`config.mk`:
```
export PLATFORM = sky130hd
export DESIGN_NAME = cph_host
export DESIGN_NICKNAME = d
export VERILOG_FILES = /design/src/hdl/cph_pkg.sv /design/src/hdl/cph_host.sv /design/src/hdl/cph_fifo.sv
export SDC_FILE = /design/constraint.sdc
export NUM_CORES = 2
export LEC_CHECK = 0
export BUFFER_PORTS_ARGS = -buffer_cell sky130_fd_sc_hd__buf_4
export CORE_MARGIN = 2
export CORE_UTILIZATION = 35
export CTS_CLUSTER_DIAMETER = 100
export DETAILED_ROUTE_END_ITERATION = 6
export GPL_TIMING_DRIVEN = 1
export SYNTH_ARGS = -nofsm -noshare
export SYNTH_HDL_FRONTEND = slang
export SYNTH_SLANG_ARGS = --single-unit
```
`constraint.sdc`:
```
create_clock -name clk -period 4 [get_ports clk]
set_input_delay 0.4 -clock clk [delete_from_list [all_inputs] [get_ports clk]]
set_output_delay 0.4 -clock clk [all_outputs]
set_load 0.01 [all_outputs]
```
`src/hdl/cph_pkg.sv`:
```
// package of constants and types for the comm port byte handshake host
// Notes on behaviour
// - when sending, byte 0 is on the data lines before strobe falls
// - after ready falls the sender drives the next byte and raises strobe
// - sender waits for ready high before strobing again, bytes 1 to 3
// - after byte 3 the sender may keep it on the data lines
// - on old devices strobe rises within one clock after ready falls; the host raises it about five clocks later, behind the input sync and filter
// - next word strobe may fall any time after ready rises
// - when receiving, read the byte after strobe falls, then pull ready low
// - then wait for strobe high and drive ready high again
// - token request and acknowledge handshake with released pins; the host has no token logic, its direction is fixed by START_TX
// - an unused port keeps its control inputs high
// - a lost byte is not recovered; only a global reset helps
package cph_pkg;
	localparam int WORD_W = 32;
	localparam int BYTE_W = 8;
	localparam int BYTES_PER_WORD = 4;
	localparam int FIFO_DEPTH = 32;
	localparam logic [1:0] LAST_BYTE = 2'h3;
	typedef struct packed {
		logic strobe_n;
		logic ready_n;
		logic req_n;
		logic ack_n;
	} cph_ctl_t;
endpackage

```
`src/hdl/cph_host.sv`:
```
// host end of the byte handshake: sends or receives 32-bit words as four bytes
`timescale 1ns/100ps
module cph_host #(
	parameter bit START_TX = 1'b1
) (
	input wire logic clk,
	input wire logic reset,
	input wire logic tx_valid,
	output logic tx_ready,
	input wire logic [31:0] tx_data,
	output logic rx_valid,
	input wire logic rx_ready,
	output logic [31:0] rx_data,
	output logic link_tx,
	input wire logic byte_strobe_n_in,
	output logic byte_strobe_n_out,
	output logic byte_strobe_n_oe,
	input wire logic byte_ready_n_in,
	output logic byte_ready_n_out,
	output logic byte_ready_n_oe,
	input wire logic [7:0] port_data_lines_in,
	output logic [7:0] port_data_lines_out,
	output logic port_data_lines_oe
);
	typedef enum logic [2:0] {
		ST_IDLE, ST_TX_STROBE, ST_TX_WAIT_HI, ST_RX_WAIT_LO, ST_RX_WAIT_HI, ST_RX_PUSH
	} cph_state_t;
	cph_state_t state_ff, nxt_state;
	// three stage input sync; a change counts when stages two and three agree
	logic [2:0] stb_sync_ff, rdy_sync_ff;
	logic stb_ff, rdy_ff;
	logic [7:0] d_s1_ff, d_s2_ff;
	logic [1:0] idx_ff, nxt_idx;
	logic [31:0] word_ff, nxt_word;
	logic [7:0] dout_ff, nxt_dout;
	logic stb_out_ff, nxt_stb_out;
	logic rdy_out_ff, nxt_rdy_out;
	logic tx_mode_ff;
	logic rxf_valid;
	logic rxf_ready;
	logic txf_valid;
	logic [31:0] txf_data;
	// pop only on the cycle the idle state really loads the word
	wire tx_take = (state_ff == ST_IDLE) && tx_mode_ff && txf_valid && rdy_ff;
	always_ff @(posedge clk) begin
		if (reset) begin
			stb_sync_ff <= 3'h7;
			rdy_sync_ff <= 3'h7;
			stb_ff <= 1'b1;
			rdy_ff <= 1'b1;
		end else begin
			stb_sync_ff <= {stb_sync_ff[1:0], byte_strobe_n_in};
			rdy_sync_ff <= {rdy_sync_ff[1:0], byte_ready_n_in};
			if (stb_sync_ff[1] == stb_sync_ff[2])
				stb_ff <= stb_sync_ff[2];
			if (rdy_sync_ff[1] == rdy_sync_ff[2])
				rdy_ff <= rdy_sync_ff[2];
		end
	end
	// data is captured two stages deep, fewer than the three sync stages plus filter register on the strobe path
	always_ff @(posedge clk) begin
		d_s1_ff <= port_data_lines_in;
		d_s2_ff <= d_s1_ff;
	end
	// outgoing words are buffered; a full buffer stalls the user via tx_ready
	cph_fifo #(.WIDTH(cph_pkg::WORD_W), .DEPTH(cph_pkg::FIFO_DEPTH)) u_txf (
		.clk(clk),
		.reset(reset),
		.in_valid(tx_valid),
		.in_ready(tx_ready),
		.in_data(tx_data),
		.out_valid(txf_valid),
		.out_ready(tx_take),
		.out_data(txf_data)
	);
	always_comb begin
		nxt_state = state_ff;
		nxt_idx = idx_ff;
		nxt_word = word_ff;
		nxt_dout = dout_ff;
		nxt_stb_out = stb_out_ff;
		nxt_rdy_out = rdy_out_ff;
		rxf_valid = 1'b0;
		unique case (state_ff)
			ST_IDLE: begin
				if (tx_mode_ff) begin
					if (txf_valid && rdy_ff) begin
						nxt_word = txf_data;
						nxt_dout = txf_data[7:0];
						nxt_idx = 2'h0;
						nxt_state = ST_TX_STROBE;
					end
				end else begin
					nxt_idx = 2'h0;
					nxt_state = ST_RX_WAIT_LO;
				end
			end
			ST_TX_STROBE: begin
				// data was set up a cycle earlier, now strobe falls
				nxt_stb_out = 1'b0;
				if (!stb_out_ff && !rdy_ff) begin
					nxt_stb_out = 1'b1;
					if (idx_ff != cph_pkg::LAST_BYTE)
						nxt_dout = word_ff[8*(idx_ff+2'h1) +: 8];
					nxt_state = ST_TX_WAIT_HI;
				end
			end
			ST_TX_WAIT_HI: begin
				if (rdy_ff) begin
					if (idx_ff == cph_pkg::LAST_BYTE)
						nxt_state = ST_IDLE;
					else begin
						nxt_idx = idx_ff + 2'h1;
						nxt_state = ST_TX_STROBE;
					end
				end
			end
			ST_RX_WAIT_LO: begin
				// wait for room before acknowledging, stalling the device
				if (!stb_ff && rxf_ready) begin
					nxt_word[8*idx_ff +: 8] = d_s2_ff;
					nxt_rdy_out = 1'b0;
					nxt_state = ST_RX_WAIT_HI;
				end
			end
			ST_RX_WAIT_HI: begin
				if (stb_ff) begin
					nxt_rdy_out = 1'b1;
					if (idx_ff == cph_pkg::LAST_BYTE)
						nxt_state = ST_RX_PUSH;
					else begin
						nxt_idx = idx_ff + 2'h1;
						nxt_state = ST_RX_WAIT_LO;
					end
				end
			end
			ST_RX_PUSH: begin
				rxf_valid = 1'b1;
				nxt_idx = 2'h0;
				nxt_state = ST_RX_WAIT_LO;
			end
			default: nxt_state = ST_IDLE;
		endcase
	end
	cph_fifo #(.WIDTH(cph_pkg::WORD_W), .DEPTH(cph_pkg::FIFO_DEPTH)) u_rxf (
		.clk(clk),
		.reset(reset),
		.in_valid(rxf_valid),
		.in_ready(rxf_ready),
		.in_data(word_ff),
		.out_valid(rx_valid),
		.out_ready(rx_ready),
		.out_data(rx_data)
	);
	always_ff @(posedge clk) begin
		if (reset) begin
			state_ff <= ST_IDLE;
			idx_ff <= 2'h0;
			word_ff <= 32'h0;
			dout_ff <= 8'h0;
			stb_out_ff <= 1'b1;
			rdy_out_ff <= 1'b1;
			tx_mode_ff <= START_TX;
		end else begin
			state_ff <= nxt_state;
			idx_ff <= nxt_idx;
			word_ff <= nxt_word;
			dout_ff <= nxt_dout;
			stb_out_ff <= nxt_stb_out;
			rdy_out_ff <= nxt_rdy_out;
		end
	end
	assign link_tx = tx_mode_ff;
	assign byte_strobe_n_out = stb_out_ff;
	// direction is fixed; pins the host does not own stay released
	assign byte_strobe_n_oe = tx_mode_ff;
	assign byte_ready_n_out = rdy_out_ff;
	assign byte_ready_n_oe = !tx_mode_ff;
	assign port_data_lines_out = dout_ff;
	assign port_data_lines_oe = tx_mode_ff;
endmodule // cph_host

```
`src/hdl/cph_fifo.sv`:
```
// synchronous word fifo with valid and ready on both sides
`timescale 1ns/100ps
module cph_fifo #(
	parameter int WIDTH = 32,
	parameter int DEPTH = 32
) (
	input wire logic clk,
	input wire logic reset,
	input wire logic in_valid,
	output logic in_ready,
	input wire logic [WIDTH-1:0] in_data,
	output logic out_valid,
	input wire logic out_ready,
	output logic [WIDTH-1:0] out_data
);
	localparam int AW = $clog2(DEPTH);
	// only power-of-two depths wrap the pointers correctly
	if (WIDTH < 1 || DEPTH < 2 || (1 << AW) != DEPTH) begin : g_bad_params
		$error("cph_fifo needs a width of at least one and a power-of-two depth");
	end
	logic [WIDTH-1:0] mem [DEPTH];
	logic [AW:0] wr_ff, rd_ff;
	logic in_ready_ff, out_valid_ff;
	logic [WIDTH-1:0] out_data_ff;
	wire push = in_valid && in_ready_ff;
	wire pop = out_valid_ff && out_ready;
	wire [AW:0] nxt_wr = wr_ff + (AW+1)'(push);
	wire [AW:0] nxt_rd = rd_ff + (AW+1)'(pop);
	wire [AW:0] nxt_fill = nxt_wr - nxt_rd;
	// a word written into the slot about to be read is passed straight through
	wire fwd = push && (wr_ff[AW-1:0] == nxt_rd[AW-1:0]);
	assign in_ready = in_ready_ff;
	assign out_valid = out_valid_ff;
	assign out_data = out_data_ff;
	always_ff @(posedge clk) begin
		if (push)
			mem[wr_ff[AW-1:0]] <= in_data;
	end
	always_ff @(posedge clk) begin
		if (reset) begin
			wr_ff <= '0;
			rd_ff <= '0;
			in_ready_ff <= 1'b1;
			out_valid_ff <= 1'b0;
			out_data_ff <= '0;
		end else begin
			wr_ff <= nxt_wr;
			rd_ff <= nxt_rd;
			in_ready_ff <= nxt_fill != (AW+1)'(DEPTH);
			out_valid_ff <= nxt_fill != '0;
			out_data_ff <= fwd ? in_data : mem[nxt_rd[AW-1:0]];
		end
	end
endmodule // cph_fifo

```
### After elaboration in Yosys (flattened, before gate mapping)

Memory sizes are Yosys's and may differ from the RTL's. A register that Yosys moved wholly into a read port is not among the register bits.
Cells that the tools add are included.

* input port bits: 46
* memory bits (writable): 2048
* register bits after elaboration: 99
* word-level logic and storage cells: 105
* memories kept: 2

Memories
* u_rxf.mem: words 32, width 32, rd ports 1, clocked after Yosys merged registers in 1, wr ports 1, RTL line cph_fifo.sv:21 `logic [WIDTH-1:0] mem [DEPTH];`
* u_txf.mem: words 32, width 32, rd ports 1, clocked after Yosys merged registers in 1, wr ports 1, RTL line cph_fifo.sv:21

* equality and inequality tests: 17
* shift-type cells: 3
* muxes and demuxes: 30
* add/sub/neg operators: 9
* reduce and logical (&&, ||, !) cells: 24

Operators by type and width (count)
* two-way mux 32 bit: 2
* case mux 32 bit (2 select lines): 1
* negator 5 -> 34 bit: 1
* variable shift 8 x 34 -> 32 bit (first input constant): 1
* indexed part select 8 x 34 -> 32 bit: 1
* bitwise mux 32 bit: 1
* indexed part select 32 x 7 -> 8 bit: 1
* adder 6 x 1 -> 6 bit: 4
* two-way mux 8 bit: 3
* two-way mux 3 bit: 6
* case mux 3 bit (6 select lines): 1
* case mux 8 bit (2 select lines): 1
* != test 2 bit (second input constant): 6
* != test 6 bit (second input constant): 2
* nonzero test 6 bit: 2
* subtractor 6 bit: 2
* logical AND 1 bit: 9
* two-way mux 1 bit: 9
* two-way mux 2 bit: 4
* case mux 2 bit (4 select lines): 1
* AND reduction 4 bit: 2
* == test 3 x 2 -> 1 bit (second input constant): 2
* == test 3 bit (second input constant): 2
* AND reduction 3 bit: 2
* 12 further kinds: 17

### Logic depth before layout (Yosys ltp)

* depth after elaboration: 7
* depth in mapped cells: 15
* gate-level depth less buffers: 12

### Cells and area by module

A second synthesis with hierarchy kept.

* cell total of the unflattened synthesis: 4189
* area total of the unflattened synthesis: 85258.0 sq um

Modules (own cells, without submodules)
* cph_fifo at u_txf: times used 1, sequential area each 31670.4 sq um, area each 41061.9 sq um, cells each 1949
* cph_fifo at u_rxf: times used 1, sequential area each 31670.4 sq um, area each 40700.3 sq um, cells each 1862
* cph_host: times used 1, sequential area each 1421.4 sq um, area each 3495.9 sq um, cells each 378

### Least setup slack after synthesis

OpenSTA, ideal clock, no wires.

* path kind: input to register
* start point: in rx_ready
* end point: reg u_rxf.in_ready_ff, in the netlist u_rxf.in_ready
* setup slack: 0.554 ns
* setup time: 0.124 ns
* data required time: 3.876 ns
* stages on the path: 14
* data arrival time: 3.322 ns
* cell sequence: and2_1 ha_1 ha_1 clkbuf_1 inv_1 clkbuf_1 buf_1 ha_1 nor2b_1 o21ai_0 a21boi_0 o21a_1 or3_1 a2111o_1

* cells in the longest elaborated chain, start to end: 4

RTL lines
* start, declared: RTL line cph_host.sv:12 `input wire logic rx_ready,`
* logical AND 1 bit: RTL line cph_fifo.sv:26 `wire pop = out_valid_ff && out_ready;`
* adder 6 x 1 -> 6 bit: RTL line cph_fifo.sv:28 `wire [AW:0] nxt_rd = rd_ff + (AW+1)'(pop);`
* via u_rxf.nxt_rd[1]: RTL line cph_fifo.sv:28
* subtractor 6 bit: RTL line cph_fifo.sv:29 `wire [AW:0] nxt_fill = nxt_wr - nxt_rd;`
* != test 6 bit: RTL line cph_fifo.sv:49 `in_ready_ff <= nxt_fill != (AW+1)'(DEPTH);`
* end signal, assigned: RTL line cph_fifo.sv:49
* end, declared: RTL line cph_fifo.sv:23 `logic in_ready_ff, out_valid_ff;`

The timed path passes the listed nets, and every way through them passes these cells.
A chain may end at the register's enable or synchronous reset.

### Final worst setup path

* start point: reg state_ff[0]
* end point: reg u_txf.out_data_ff[20], in the netlist u_txf.out_data[20], read port of u_txf.mem

* cells in the longest elaborated chain, start to end: 5

RTL lines
* start, declared: RTL line cph_host.sv:28 `cph_state_t state_ff, nxt_state;`
* start signal, assigned: RTL line cph_host.sv:165 `state_ff <= nxt_state;`
* zero test 3 bit: RTL line cph_host.sv:44 `wire tx_take = (state_ff == ST_IDLE) && tx_mode_ff && txf_valid && rdy_ff;`
* logical AND 1 bit (2 in series): RTL line cph_host.sv:44
* logical AND 1 bit: RTL line cph_fifo.sv:26
* adder 6 x 1 -> 6 bit: RTL line cph_fifo.sv:28
* via u_txf.nxt_rd[1]: RTL line cph_fifo.sv:28
* end, declared: RTL line cph_fifo.sv:24 `logic [WIDTH-1:0] out_data_ff;`

The timed path passes the listed nets, and every way through them passes these cells.

==> impl_summary.log <==
INFO  metric placedCellCount = 7356
INFO  metric min_to = d_s1_ff[7]
INFO  metric timing.rr.end = u_txf.out_data[20]
INFO  metric critical_path_buffers_and_inverters = 3
INFO  metric drcViolationCount = 0
INFO  metric placement.io_buffers = 89
INFO  metric clock_path_buffers = 3
INFO  metric cts_root_buffer = clkbuf_16
INFO  metric initial_utilization = 0.3518
INFO  metric worst_ir_drop_vdd = 0.4510 mV
INFO  metric placementRows = 180
INFO  metric detail_route.vias_per_cell = 5.409
INFO  metric fin_skew = 0.03784 ns
INFO  metric syn-instance-count = 4140
INFO  metric slowest_delay = 0.60 ns
INFO  metric hold_viol_final = 0
INFO  metric slew_headroom = 0.1044
INFO  metric fp.dieH = 495.5 µm
INFO  metric core_area = 0.2403 mm²
INFO  metric ios = 94
INFO  metric r2r.worst_path.cells = 11
INFO  metric wire_per_inst = 28.18 µm
INFO  metric critical_path.top_delay_family = multiplexers
INFO  metric report.final.setup_viol = 0
INFO  metric rr_startpoint = state_ff[0]
INFO  metric cells_on_worst_hold_path = 2
INFO  metric post_cts.repair.setup_buffers = 0
INFO  metric worst_slew_pin_slew = 1.343 ns
INFO  metric vias_in_the_first_global_route = 42930
INFO  metric synth_top_area_cell = edfxtp_1
INFO  metric synth_enable_flop_cells = 2048
INFO  metric p_leak = 30.69 nW
INFO  metric clk_sink_count = 2211
INFO  metric timing.final.max_slew_violations = 0
INFO  metric post_synth_instance_area = 0.08455 mm²
INFO  metric fin_cells = 7814
INFO  metric required = 4.73 ns
INFO  metric cts.hold.buffers_added = 43
INFO  metric critical_path_arrival = 4.23 ns
INFO  metric dr_total_vias = 42270
INFO  metric ant_nets = 0
INFO  metric grt_first_pass_wirelength = 314400 µm
INFO  metric antenna_found_initial = 16
INFO  metric cts_inserted_buffers = 216
INFO  metric synth_largest_type_area_fraction = 0.7274
INFO  metric drt-total-wl = 220200 µm
INFO  metric crit_slowest_cell = dfxtp_1
INFO  metric critical_path.startpoint_type = flop
INFO  metric fillCellCount = 20970
INFO  metric total_power = 62.68 mW
INFO  metric worstSetupPathType = flop to flop
INFO  metric area_delta_synth_final = 16.36%
INFO  metric ys_seq_area_frac = 0.7660
INFO  metric clk-insertion-delay-late = 0.87 ns
INFO  metric cts_repair_resize_count = 0
INFO  metric worstSetupEndpointType = flop
INFO  metric place.gp.congestion = 0.8034
INFO  metric hold-worst-slack = 0.1983 ns
INFO  metric core_util_final = 0.4094
INFO  metric worstHoldStart = port_data_lines_in[7]
INFO  metric setup_tns = 0 ns
INFO  metric powerDensity = 637.1 mW/mm²
INFO  metric list_of_most_frequent_post_synthesis_cells = edfxtp_1, mux4_2, nand2_1
INFO  metric clkTransAtPathRegs = 0.06 ns
INFO  metric share_of_cells_above_drive_strength_1 = 0.2713
INFO  metric grt_util_all_layers = 0.1786
INFO  metric yosys_warnings = 0
INFO  metric fp.dieArea = 0.2455 mm²
INFO  metric avgSynthCellArea = 20.42 µm²
INFO  metric hold_path_class = input pin to flop
INFO  metric period_needed = 3.491 ns
INFO  metric min_period_over_period = 0.8727
INFO  metric dieWidth = 495.5 µm
INFO  metric rsz0062_at_grt = false
INFO  metric maxClockFrequency = 286.5 MHz
INFO  metric synth-seq-cells = 2211
INFO  metric outcome = finished clean
INFO  metric synth.lib_cells_used.distinct = 52
INFO  metric globalRouteOverflowTotal = 0
INFO  metric reg2reg_setup_slack = 0.51 ns
INFO  metric drv.max_cap_violation_count = 0
INFO  metric clock_tree.htree_level_count = 4
INFO  metric cts_tree = built
INFO  metric synth_area_leaders = edfxtp_1, mux4_2, dfxtp_1
INFO  metric crit_path_cell_trace = nand3b_1, nor3_1, buf_4, ha_4, ha_4, buf_12, mux4_2, mux4_2, nand2_1, a311oi_1, buf_4
INFO  metric place_hpwl = 118100 µm
INFO  metric synth-async-reset-ratio = 0
INFO  metric grt_start_max_net_pins = 99
INFO  metric nNetsFinal = 4498
INFO  metric crit_fanout = 96
INFO  metric synth_most_common_cell = edfxtp_1
INFO  metric firstDrtPassIters = 5
INFO  metric first_iter_violations = 4938
INFO  metric ys_dominant_reg_cell = edfxtp_1
[cell type report]
class | instances | area, µm² | area share
Timing Repair Buffer | 309 | 3078 | 0.03128
Multi-Input combinational cell | 1679 | 19270 | 0.1959
Clock buffer | 289 | 5849 | 0.05945
Sequential cell | 2211 | 64760 | 0.6583
Clock inverter | 119 | 1361 | 0.01384
Antenna cell | 7 | 17.52 | 0.0001780
Inverter | 15 | 60.06 | 0.0006104
Tap cell | 3185 | 3985 | 0.04051
[per-layer routing]
metal / share of wire / GRT usage / vias to the layer above
li1: - / - / 17490
met1: 0.41 / 0.2434 / 22820
met2: 0.50 / 0.2965 / 1646
met3: 0.073 / 0.02994 / 306
met4: 0.025 / 0.04856 / 6
met5: 0.00019 / 0 / -
[cell usage in the layout, fill, tap and decap left out, types with 13 or more instances in the layout]
| cell type | count |
|---|---|
| mux2i_1 | 13 |
| bufinv_16 | 23 |
| a311oi_1 | 30 |
| clkbuf_8 | 17 |
| a21oi_1 | 26 |
| a22oi_1 | 32 |
| nor2_1 | 130 |
| a211oi_1 | 45 |
| ha_1 | 16 |
| buf_4 | 214 |
| buf_12 | 52 |
| mux4_2 | 576 |
| xnor2_1 | 18 |
| dlygate4sd3_1 | 43 |
| dfxtp_1 | 163 |
| clkinv_1 | 37 |
| nand2_1 | 371 |
| clkbuf_16 | 216 |
| nand3_1 | 239 |
| nor2_4 | 65 |
| edfxtp_1 | 2048 |
| clkinv_2 | 42 |
| clkbuf_1 | 56 |
[flip-flops by register name, summed over array words and instances (netlist names), 6 cells and up]
signal               count
d_s1_ff                  8
d_s2_ff                  8
port_data_lines_out      8
u_rxf.mem             1024
u_rxf.out_data          32
u_rxf.rd_ff              6
u_rxf.wr_ff              6
u_txf.mem             1024
u_txf.out_data          32
u_txf.rd_ff              6
u_txf.wr_ff              6
word_ff                 32
[power breakdown]
group	total [mW]	switching, mW	internal (mW)
clock network	20.6	8.77	11.8
registers	28.2	0.896	27.3
logic	13.9	7.08	6.84
[worst max-delay path by stage]
stage / startpoint / end / slack [ns] / cells after the start
6_report: state_ff[0] / u_txf.out_data[20] / 0.51 / 11
3_5_place_dp: state_ff[0] / u_txf.out_data[22] / 0.56 / 10
4_1_cts: state_ff[0] / u_txf.out_data[20] / 0.52 / 11
3_3_place_gp: state_ff[0] / u_txf.out_data[23] / 0.61 / 10
2_1_floorplan: rx_ready / u_rxf.in_ready / 0.55 / 14
5_1_grt: state_ff[0] / u_txf.out_valid / 0.32 / 12
[stage by stage]
stage | worst slack, ns | instance area (µm²)
2_1_floorplan | 0.5539 | 84560
3_3_place_gp | 0.6054 | 90730
3_5_place_dp | 0.5567 | 90730
4_1_cts | 0.5225 | 98370
5_1_grt | 0.3202 | 98380
6_report | 0.5094 | 98380
[cell families (layout without fill, tap and decap cells)]
| family | after synthesis | count (layout) | synth area share |
|---|---|---|---|
| compound gates | 158 | 158 | 0.01384 |
| xor+xnor | 35 | 35 | 0.004070 |
| fa+ha+maj | 20 | 20 | 0.002960 |
| buf+inv | 252 | 732 | 0.01339 |
| flops | 2211 | 2211 | 0.7660 |
| mux | 589 | 589 | 0.1550 |
| other cells | 2 | 11 | 0.00008882 |
| simple gates | 873 | 873 | 0.04471 |
[worst reg2reg max path: stages, from the launching register on]
cell      delay (ns)
dfxtp_1         0.60
nand3b_1        0.19
nor3_1          0.05
buf_4           0.18
ha_4            0.16
ha_4            0.36
buf_12          0.46
mux4_2          0.54
mux4_2          0.48
nand2_1         0.08
a311oi_1        0.09
buf_4           0.17
(Power assumes the default switching activity.)
